`src/port_map_pkg.sv`:
```
// Summary of operation
// - Each peripheral module input is the OR of every pin input mapped to it while the reconfiguration option is off.
// - Clearing a pin's function select holds its OR contribution at its level while the reconfiguration option is off.
// - A held high level keeps the combined module input at 1 while the reconfiguration option is off.
// - The reconfiguration option lets only one mapped pin feed each input.
package port_map_pkg;

  // ----------------------------------------------------------------------
  // sizes and reset values
  // ----------------------------------------------------------------------
  localparam int unsigned NUM_PINS    = 8;
  localparam int unsigned NUM_INPUTS  = 4;
  localparam int unsigned MAP_W       = 2;
  localparam logic        HELD_RESET  = 1'b0;
  localparam logic        SYNC_RESET  = 1'b0;

  typedef logic [MAP_W-1:0] map_t;

  // per-pin configuration carried together
  typedef struct packed {
    logic pin_function_select;
    map_t target;
  } pin_cfg_s;

endpackage : port_map_pkg

```
`src/port_map_input_combiner.sv`:
```
`timescale 1ns/10ps
module port_map_input_combiner
  import port_map_pkg::*;
(
  input  wire logic                     ref_clk,
  input  wire logic                     resetn,
  input  wire logic [NUM_PINS-1:0]      pin_in,
  input  pin_cfg_s  [NUM_PINS-1:0]      pin_cfg,
  input  wire logic                     remap_reconfig_allow,
  output logic      [NUM_INPUTS-1:0]    module_in
);

  // ----------------------------------------------------------------------
  // pin synchronisers and held levels
  // ----------------------------------------------------------------------
  logic [NUM_PINS-1:0]   sync_a;
  logic [NUM_PINS-1:0]   sync_b;
  logic [NUM_PINS-1:0]   held;
  logic [NUM_PINS-1:0]   sel_q;
  logic [NUM_PINS-1:0]   next_held;
  logic [NUM_PINS-1:0]   next_sel_q;
  logic [NUM_PINS-1:0]   contrib;
  logic [NUM_PINS-1:0]   active;
  logic [NUM_INPUTS-1:0] next_module_in;

  // with reconfig allowed, only the lowest selected pin per input counts
  function automatic logic [NUM_PINS-1:0] first_per_input(
    input pin_cfg_s [NUM_PINS-1:0] cfg
  );
    logic [NUM_INPUTS-1:0] taken;
    logic [NUM_PINS-1:0]   keep;
    taken = '0;
    keep  = '0;
    for (int p = 0; p < NUM_PINS; p++) begin
      if (cfg[p].pin_function_select && !taken[cfg[p].target]) begin
        keep[p]              = 1'b1;
        taken[cfg[p].target] = 1'b1;
      end
    end
    return keep;
  endfunction : first_per_input

  always_comb begin
    for (int p = 0; p < NUM_PINS; p++) begin
      next_sel_q[p] = pin_cfg[p].pin_function_select;
      // hold on deselect: freeze the level at the clearing moment
      if (pin_cfg[p].pin_function_select) begin
        next_held[p] = sync_b[p];
      end else if (sel_q[p]) begin
        next_held[p] = sync_b[p];
      end else begin
        next_held[p] = held[p];
      end
    end
  end

  always_comb begin
    active = remap_reconfig_allow ? first_per_input(pin_cfg) : '1;
    for (int p = 0; p < NUM_PINS; p++) begin
      if (pin_cfg[p].pin_function_select) begin
        contrib[p] = sync_b[p] & active[p];
      // reconfig drops stale latch, so only one source feeds
      end else if (remap_reconfig_allow) begin
        contrib[p] = 1'b0;
      // held high sticks: keeps the OR at 1 (silicon behaviour)
      end else begin
        contrib[p] = held[p];
      end
    end
    next_module_in = '0;
    for (int p = 0; p < NUM_PINS; p++) begin
      if (contrib[p]) begin
        next_module_in[pin_cfg[p].target] = 1'b1;
      end
    end
  end

  always_ff @(posedge ref_clk) begin
    if (!resetn) begin
      sync_a    <= {NUM_PINS{SYNC_RESET}};
      sync_b    <= {NUM_PINS{SYNC_RESET}};
      held      <= {NUM_PINS{HELD_RESET}};
      sel_q     <= '0;
      module_in <= '0;
    end else begin
      sync_a    <= pin_in;
      sync_b    <= sync_a;
      held      <= next_held;
      sel_q     <= next_sel_q;
      module_in <= next_module_in;
    end
  end

endmodule : port_map_input_combiner

```
`config.mk`:
```
export PLATFORM = sky130hd
export DESIGN_NAME = port_map_input_combiner
export DESIGN_NICKNAME = d
export VERILOG_FILES = /design/src/port_map_pkg.sv /design/src/port_map_input_combiner.sv
export SDC_FILE = /design/constraint.sdc
export NUM_CORES = 1
export LEC_CHECK = 0
export BUFFER_PORTS_ARGS = -buffer_cell sky130_fd_sc_hd__buf_2
export CORE_UTILIZATION = 40
export CTS_BUF_LIST = sky130_fd_sc_hd__clkbuf_4 sky130_fd_sc_hd__clkbuf_8
export CTS_CLUSTER_DIAMETER = 200
export DETAILED_ROUTE_END_ITERATION = 7
export PLACE_DENSITY = 0.63
export SLEW_MARGIN = 20
export SYNTH_ARGS = -nofsm -noshare
export SYNTH_HDL_FRONTEND = slang
export SYNTH_SLANG_ARGS = --single-unit
```
`constraint.sdc`:
```
create_clock -name ref_clk -period 5 [get_ports ref_clk]
set_input_delay 1 -clock ref_clk [delete_from_list [all_inputs] [get_ports ref_clk]]
set_output_delay 1 -clock ref_clk [all_outputs]
set_load 0.03 [all_outputs]
```
# Word level (Yosys, flattened, before mapping)
# Index checks and enable logic that the tools add are counted.
word_totals:
  ff_bits: 36
  input_bits: 35
  out_inout_bits: 4
  word_cells: 169
classes:
  magnitude_cmp: 16
  muxes: 88
  bitwise: 21
  reduce_logical: 32
op_table:
  columns: ["operator", "count"]
  rows:
  - ["$mux W4", 15]
  - ["$mux W1", 56]
  - ["$or A4 B4 Y4", 13]
  - ["$lt A2 B3 Y1 const B", 8]
  - ["$bmux W1 S2", 8]
  - ["$demux W1 S2", 8]
  - ["$ge A2 B1 Y1 const B", 8]
  - ["$logic_and A1 B1 Y1", 16]
  - ["$reduce_bool A2 Y1", 8]
  - ["$and A1 B1 Y1", 8]
  - ["$logic_not A1 Y1", 8]
  - ["$mux W8", 1]

# Longest topological paths before layout
# Gate-level depths: netlist (run 1).
depth:
  word_depth: 58
  ltp_mapped: 7
  ltp_nobuf: 6

# Least setup slack after synthesis (run 1)
# OpenSTA, ideal clock, no wires.
synth_path:
  path_type: "in2reg"
  from: "in pin_cfg[4] (netlist bit)"
  to: "reg module_in[2]"
  setup_ns: 0.095
  arrival_ns: 2.351
  required_ns: 4.905
  path_slack_ns: 2.554
  path_stages: 7
  path_buffers: 1
  cell_sequence: "buf_2 -> and3b_1 -> a21o_2 -> or4_1 -> a22oi_1 -> o31ai_1 -> o311ai_1"
synth_via:
  elab_chain_cells: 40
  word_cells_on_any_way: 81
  cone_classes: "order compare (2); mux (44); bitwise (20); reduce/logical (15)"
synth_rtl:
  columns: ["element", "line_no", "source"]
  rows:
  - ["from (decl)", "port_map_input_combiner.sv:8", "input pin_cfg_s [NUM_PINS-1:0] pin_cfg,"]
  - ["$lt A2 B3 Y1 (implied by the code) / $ge A2 B1 Y1 (equally long branches)", "port_map_input_combiner.sv:37, port_map_input_combiner.sv:73", null]
  - ["$logic_and A1 B1 Y1 (implied by the code)", "port_map_input_combiner.sv:37, port_map_input_combiner.sv:73", null]
  - ["$mux W1 (implied by the code)", "port_map_input_combiner.sv:37, port_map_input_combiner.sv:73", null]
  - ["$demux W1 S2", "port_map_input_combiner.sv:37, port_map_input_combiner.sv:73", null]
  - ["$or A4 B4 Y4 (no source line)", null, null]
  - ["$mux W4", "port_map_input_combiner.sv:35", "if (cfg[p].pin_function_select && !taken[cfg[p].target]) begin"]
  - ["$bmux W1 S2", "port_map_input_combiner.sv:35", null]
  - ["$mux W1 (implied by the code)", "port_map_input_combiner.sv:35", null]
  - ["(+24 left out)", null, null]
  - ["$mux W1 (implied by the code)", "port_map_input_combiner.sv:35", null]
  - ["$logic_not A1 Y1", "port_map_input_combiner.sv:35", null]
  - ["$logic_and A1 B1 Y1", "port_map_input_combiner.sv:35", null]
  - ["$mux W1", "port_map_input_combiner.sv:35", null]
  - ["$mux W8", "port_map_input_combiner.sv:58", "active = remap_reconfig_allow ? first_per_input(pin_cfg) : '1;"]
  - ["$and A1 B1 Y1", "port_map_input_combiner.sv:61", "contrib[p] = sync_b[p] & active[p];"]
  - ["$mux W1", "port_map_input_combiner.sv:60", "if (pin_cfg[p].pin_function_select) begin"]
  - ["$mux W4 *", "port_map_input_combiner.sv:72", "if (contrib[p]) begin"]
  - ["to (signal assigned)", "port_map_input_combiner.sv:90", "module_in <= next_module_in;"]
  - ["to (decl)", "port_map_input_combiner.sv:10", "output logic [NUM_INPUTS-1:0] module_in"]
# Every way passes the cells marked *; elsewhere a longest branch is shown, timed or not. The select of a mux whose other input is x is not followed.
# A chain may end at the register's enable or synchronous reset.

==> results of run 1 <==
[worst paths after layout]
| kind | cells past startpoint | slack [ns] | from | end |
|---|---|---|---|---|
| min | 1 | 0.43 | sync_a[6]$_SDFF_PN0_ | sync_b[6]$_SDFF_PN0_ |
| max | 7 | 2.50 | resetn | module_in[0]$_SDFF_PN0_ |
| min reg2reg | 1 | 0.43 | sync_a[6]$_SDFF_PN0_ | sync_b[6]$_SDFF_PN0_ |
| max reg2reg | 6 | 3.24 | held[1]$_SDFFE_PN0P_ | module_in[0]$_SDFF_PN0_ |
[cell usage after synthesis, drive strengths merged (5+ instances only)]
| cell | number | area (um^2) |
|---|---|---|
| nand2 | 24 | 90.1 |
| inv | 7 | 26.3 |
| and2 | 27 | 169 |
| and3b | 5 | 43.8 |
| a21oi | 12 | 60.1 |
| o21ai | 10 | 50.0 |
| nand2b | 6 | 37.5 |
| nor2b | 5 | 31.3 |
| dfxtp | 36 | 721 |
| nand3 | 11 | 55.1 |
| buf | 10 | 90.1 |
| nand3b | 7 | 52.6 |
| nor3b | 8 | 70.1 |
| nor2 | 21 | 78.8 |
| clkbuf | 8 | 42.5 |
| a21boi | 8 | 60.1 |
[routing by layer]
metal	GRT usage	vias to the layer above	wire (um)
li1	-	1019	-
met5	0	-	10
met3	0.0359	8	274
met4	0.0750	2	89
met1	0.250	901	2490
met2	0.286	54	2290
[cell families (layout without fill, tap and decap cells)]
logic type	after synthesis	in the layout
multiplexers	1	1
flip-flops	36	36
AO/OA/AOI/OAI	67	67
AND/OR/NAND/NOR	134	134
XOR/XNOR	4	4
buffers and inverters	25	53
[power groups by stage]
stage               combinational (W)  sequential (W)  clock [W]
floorplan                   0.0000709        0.000314          0
global placement             0.000102        0.000311          0
detailed placement           0.000103        0.000311          0
CTS                          0.000103        0.000305   0.000259
global route                 0.000115        0.000306   0.000272
finish                       0.000103        0.000305   0.000249
[sequential cells by signal, summed over array words and instances (netlist names)]
register and flops:
held 8, sel_q 8, module_in 4, sync_a 8, sync_b 8
[cells in the final DEF, fill, tap and decap left out, drive strengths merged, types with 5 or more instances in the layout]
| cell | count |
|---|---|
| and2 | 27 |
| nand3b | 7 |
| o21ai | 10 |
| nand2b | 6 |
| nand2 | 24 |
| nor3b | 8 |
| a21oi | 12 |
| dfxtp | 36 |
| and3b | 5 |
| buf | 38 |
| a21boi | 8 |
| inv | 7 |
| clkbuf | 5 |
| nor2b | 5 |
| nand3 | 11 |
| nor2 | 21 |
[stage by stage]
| stage | setup WS, ns | total power (W) | cells | util | hold slack (ns) |
|---|---|---|---|---|---|
| after floorplan | 2.55 | 0.000385 | 267 | - | 0.412 |
| after global placement | 2.23 | 0.000413 | 357 | 0.451 | 0.414 |
| after detailed placement | 2.22 | 0.000414 | 357 | 0.451 | 0.417 |
| after CTS | 2.51 | 0.000666 | 365 | 0.473 | 0.435 |
| after global routing | 2.30 | 0.000693 | 365 | 0.473 | 0.457 |
| final | 2.50 | 0.000657 | 365 | 0.473 | 0.434 |
[final cells by class]
class	instances	area, um^2	area share
Clock inverter	3	42.5	0.0173
Tap cell	70	87.6	0.0356
Multi-Input combinational cell	206	1330	0.538
Inverter	7	26.3	0.0107
Clock buffer	5	68.8	0.0280
Sequential cell	36	721	0.293
Timing Repair Buffer	38	190	0.0773
==> impl_metrics.toml, run 1 <==
[yosys]
synth_flop_cell = "sky130_fd_sc_hd__dfxtp_1"
postSynthCellCount = 267
yosys_register_bits = 36
synth_compound_gate_area_share = 0.229
synth_mux_area_frac = 0.00454
synth_top_family_by_area = "simple AND/OR/NAND/NOR gates"
synthArstFlopShare = 0
ys_seq_area_frac = 0.327
yosys.cell_types.count = 62
synth_nets = 302
post_synth_fa_ha_maj_area_fraction = 0
synth_enable_flop_cells = 0
synth_simple_gate_area_frac = 0.352
synth-xor-area-share = 0.0159
synth.avg_cell_area_um2 = 8.26
ys.warnings.count = 0
post_synth_instance_area_um2 = 2200

[grt]
grt_pass1_vias = 1832
initial_antenna_violation_count = 1
wire_length_of_the_first_global_routing_pass_um = 8690
grt.overflow.total = 0
gr-usage-all-layers = 0.185
maximum_number_of_pins_on_one_net_before_global_route_repair = 46

[place]
finalWeightedCongestion = 0.920
detailed_place.area_um2 = 2350
buffer_ports.inserted = 38
hpwl_detailed_um = 3840

[route]
first_pass_iters = 4
wl_um = 5150
postRouteAntennaNets = 0
drt_iter0_drc = 202
routed-via-count = 1984
routed_length_per_instance_um = 14.1
drcViolationCount = 0
detail_route.vias_per_cell = 5.44

[power]
seqPwrFrac = 0.464
max-vdd-ir-drop_mv = 0.178
cellInternalPower_w = 0.000488
share_of_total_power_in_the_clock_network = 0.379
combinationalPowerShare = 0.157
power-per-cell-area_nw_per_um2 = 267
leakage_nw = 0.993
netSwitchingPower_w = 0.000169
swShare = 0.257

[critical_path]
chain_of_cells_forming_the_critical_path = "buf_2 -> and2_1 -> nand2_1 -> a21oi_1 -> a41oi_1 -> o311ai_1 -> a311o_1"
setup.worst_path.class = "primary input to flop"
cpLargestDelayFamily = "compound AO/OA/AOI/OAI gates"
cp-end-kind = "flop"
kind_of_start_point_of_the_critical_path = "primary input"
critPathArrivalTime_ns = 2.73
cp.required_ns = 5.23
cp_slowest_stage_delay_ns = 0.51
cp_slowest_cell = "sky130_fd_sc_hd__buf_2"
timing.critical_path.fanout_max = 45
cp_num_buf_inv = 1

[clock_tree]
cts_made_buffers = 5
post_cts_resized = 0
cts_post_setup_buffers_inserted = 0
clk_pin_slew_worst_paths_ns = 0.08
clock_tree.buffer_depth = 2
cts_tree = "yes"
clkLatencyLatePin_ns = 0.28
htree_num_levels = 2
hold_fix_buffers_at_cts = 0
numClockSinks = 36
cts-root-buf = "sky130_fd_sc_hd__clkbuf_8"

[sta]
slew_headroom = 0.558
post_route_fraction_of_the_period_consumed_by_the_critical_path = 0.500
maxClockFrequency_mhz = 400
period_needed_ns = 2.50
timing.final.hold_violations = 0
unrepaired_setup_endpoints_after_global_routing = "no"
fin_setup_tns_ns = 0
timing.clock.skew_ns = 0.00836
slew_viol_final = 0
max_slew.worst_pin.slew_ns = 0.664
setup_viol_count_final = 0

[run_status]
outcome = "complete, no violations"

[finish]
area_delta_synth_final_pct = 11.6
final_nets = 329
filler_cell_count = 548
drive_above_1_share = 0.193
insertedDiodeCount = 0
design_area_um2 = 2460

[floorplan]
fp.dieH_um = 76.2
chipWidth_um = 76.2
floorplan.core_area_um2 = 5200
ios = 39
floorplan.die_area_um2 = 5810
initial_core_util = 0.424
placement_rows = 26

[flow_run]
maxCapViolCount = 0

[hold_path]
hold_path_class = "flop to flop"
Note: power is estimated with default switching activity, not from simulation.
==> inputs of run 2 (changes only) <==
PLACE_DENSITY = 0.66   (was 0.63)
clock period = 2.17 ns   (was 5 ns; I/O delays follow)
==> run 2 against run 1 <==
  * Via count increased by 3.0%
  * Total power is 140% higher
  * Routed wire length about the same
  * Critical path type unchanged
  * Clock skew rose by 0.0027 ns
  * Non-clock buffer count rose by 9
  * Register-to-register slack lost 2.8 ns
  * Setup slack worse by 2.1 ns
  * Core utilization rose by 1.3 points
==> impl_metrics.toml, run 2 (synthesis gave the netlist of run 1 again) <==
[grt]
gr-usage-all-layers = 0.188
initial_antenna_violation_count = 0
grt.overflow.total = 0
maximum_number_of_pins_on_one_net_before_global_route_repair = 26
wire_length_of_the_first_global_routing_pass_um = 8740
grt_pass1_vias = 1905

[sta]
maxClockFrequency_mhz = 550
timing.final.ws_setup_ns = 0.353
timing.final.hold_violations = 0
max_slew.worst_pin.slew_ns = 0.395
setup_viol_count_final = 0
slew_viol_final = 0
timing.clock.skew_ns = 0.0111
post_route_fraction_of_the_period_consumed_by_the_critical_path = 0.837
slew_headroom = 0.730
unrepaired_setup_endpoints_after_global_routing = "no"
fin_setup_tns_ns = 0
period_needed_ns = 1.82

[route]
routed-via-count = 2044
routed_length_per_instance_um = 13.8
wl_um = 5140
first_pass_iters = 4
postRouteAntennaNets = 0
drcViolationCount = 0
drt_iter0_drc = 196
detail_route.vias_per_cell = 5.47

[finish]
area_delta_synth_final_pct = 14.7
insertedDiodeCount = 0
mostFrequentLayoutCell = "sky130_fd_sc_hd__buf_2"
final_nets = 338
drive_above_1_share = 0.217
final_util = 0.486
final_cell_mix = "sky130_fd_sc_hd__buf_2 (38), sky130_fd_sc_hd__dfxtp_1 (36), sky130_fd_sc_hd__and2_1 (27)"
stdcell_count = 374

[clock_tree]
cts_tree = "yes"
clock_tree.buffer_depth = 2
post_cts_resized = 0
htree_num_levels = 2
cts_post_setup_buffers_inserted = 0
numClockSinks = 36
clk_pin_slew_worst_paths_ns = 0.08
clkLatencyLatePin_ns = 0.29
cts_made_buffers = 5
hold_fix_buffers_at_cts = 0
cts-root-buf = "sky130_fd_sc_hd__clkbuf_8"

[run_status]
outcome = "complete, no violations"

[critical_path]
cp_slowest_cell = "sky130_fd_sc_hd__o41ai_2"
setup.worst_path.class = "primary input to flop"
cp.required_ns = 2.36
cpLargestDelayFamily = "compound AO/OA/AOI/OAI gates"
critPathArrivalTime_ns = 2.01
cp_num_buf_inv = 1
chain_of_cells_forming_the_critical_path = "buf_2 -> nor2b_1 -> nor3b_2 -> nor4_1 -> o41ai_2 -> o311ai_1 -> a311o_1"
kind_of_start_point_of_the_critical_path = "primary input"
cp-end-kind = "flop"
cp_slowest_stage_delay_ns = 0.42
timing.critical_path.fanout_max = 9

[power]
max-vdd-ir-drop_mv = 0.329
power-per-cell-area_nw_per_um2 = 611
cellInternalPower_w = 0.00113
netSwitchingPower_w = 0.000411
seqPwrFrac = 0.454
power_consumption_w = 0.00154
leakage_nw = 1.04
share_of_total_power_in_the_clock_network = 0.384
combinationalPowerShare = 0.162
swShare = 0.266

[floorplan]
placement_rows = 26
floorplan.core_area_um2 = 5200
floorplan.die_area_um2 = 5810
ios = 39
chipWidth_um = 76.2
initial_core_util = 0.424
fp.dieH_um = 76.2

[place]
finalWeightedCongestion = 0.857
hpwl_detailed_um = 3820
dp_cells = 366
placement.setup.worst_slack_ns = 0.0976
buffer_ports.inserted = 38

[flow_run]
maxCapViolCount = 0

[hold_path]
hold_path_class = "primary input to flop"
-- run 2: cell types whose count changed in the layout (fill, tap and decap cells not counted) --
cell	delta
sky130_fd_sc_hd__buf_4	+9
-- run 2: final cells by class --
type / instances / area (um^2)
Sequential cell: 36 / 721
Tap cell: 70 / 87.6
Clock buffer: 5 / 68.8
Fill cell: 522 / 2680
Clock inverter: 3 / 42.5
Multi-Input combinational cell: 206 / 1330
Inverter: 7 / 26.3
Timing Repair Buffer: 47 / 258
-- run 2: routing by layer --
metal,vias up,track usage,part of all wire
met5,-,0,0
met3,15,0.0515,0.063
li1,1036,-,-
met1,921,0.248,0.48
met4,0,0.102,0.026
met2,72,0.277,0.43
-- run 2: power by group through the flow --
stage | clock network [W] | registers (W) | logic (W)
3_5_place_dp | 0 | 0.000717 | 0.000245
6_report | 0.000593 | 0.000701 | 0.000250
5_1_grt | 0.000643 | 0.000706 | 0.000276
3_3_place_gp | 0 | 0.000716 | 0.000244
2_1_floorplan | 0 | 0.000723 | 0.000163
4_1_cts | 0.000613 | 0.000701 | 0.000246
-- run 2: through the flow --
| step | area [um^2] | hold WS [ns] |
|---|---|---|
| after detailed placement | 2420 | 0.420 |
| after global placement | 2420 | 0.413 |
| final | 2530 | 0.344 |
| after CTS | 2530 | 0.330 |
| after floorplan | 2200 | 0.412 |
| after global routing | 2530 | 0.338 |
-- run 2: worst paths after layout --
check,from,slack [ns],cells after the start,endpoint
worst min-delay path,pin_in[5],0.34,2,sync_a[5]$_SDFF_PN0_
worst min register to register,sync_a[5]$_SDFF_PN0_,0.44,1,sync_b[5]$_SDFF_PN0_
worst max-delay path,pin_cfg[2],0.35,7,module_in[0]$_SDFF_PN0_
worst max register to register,held[1]$_SDFFE_PN0P_,0.44,7,module_in[0]$_SDFF_PN0_
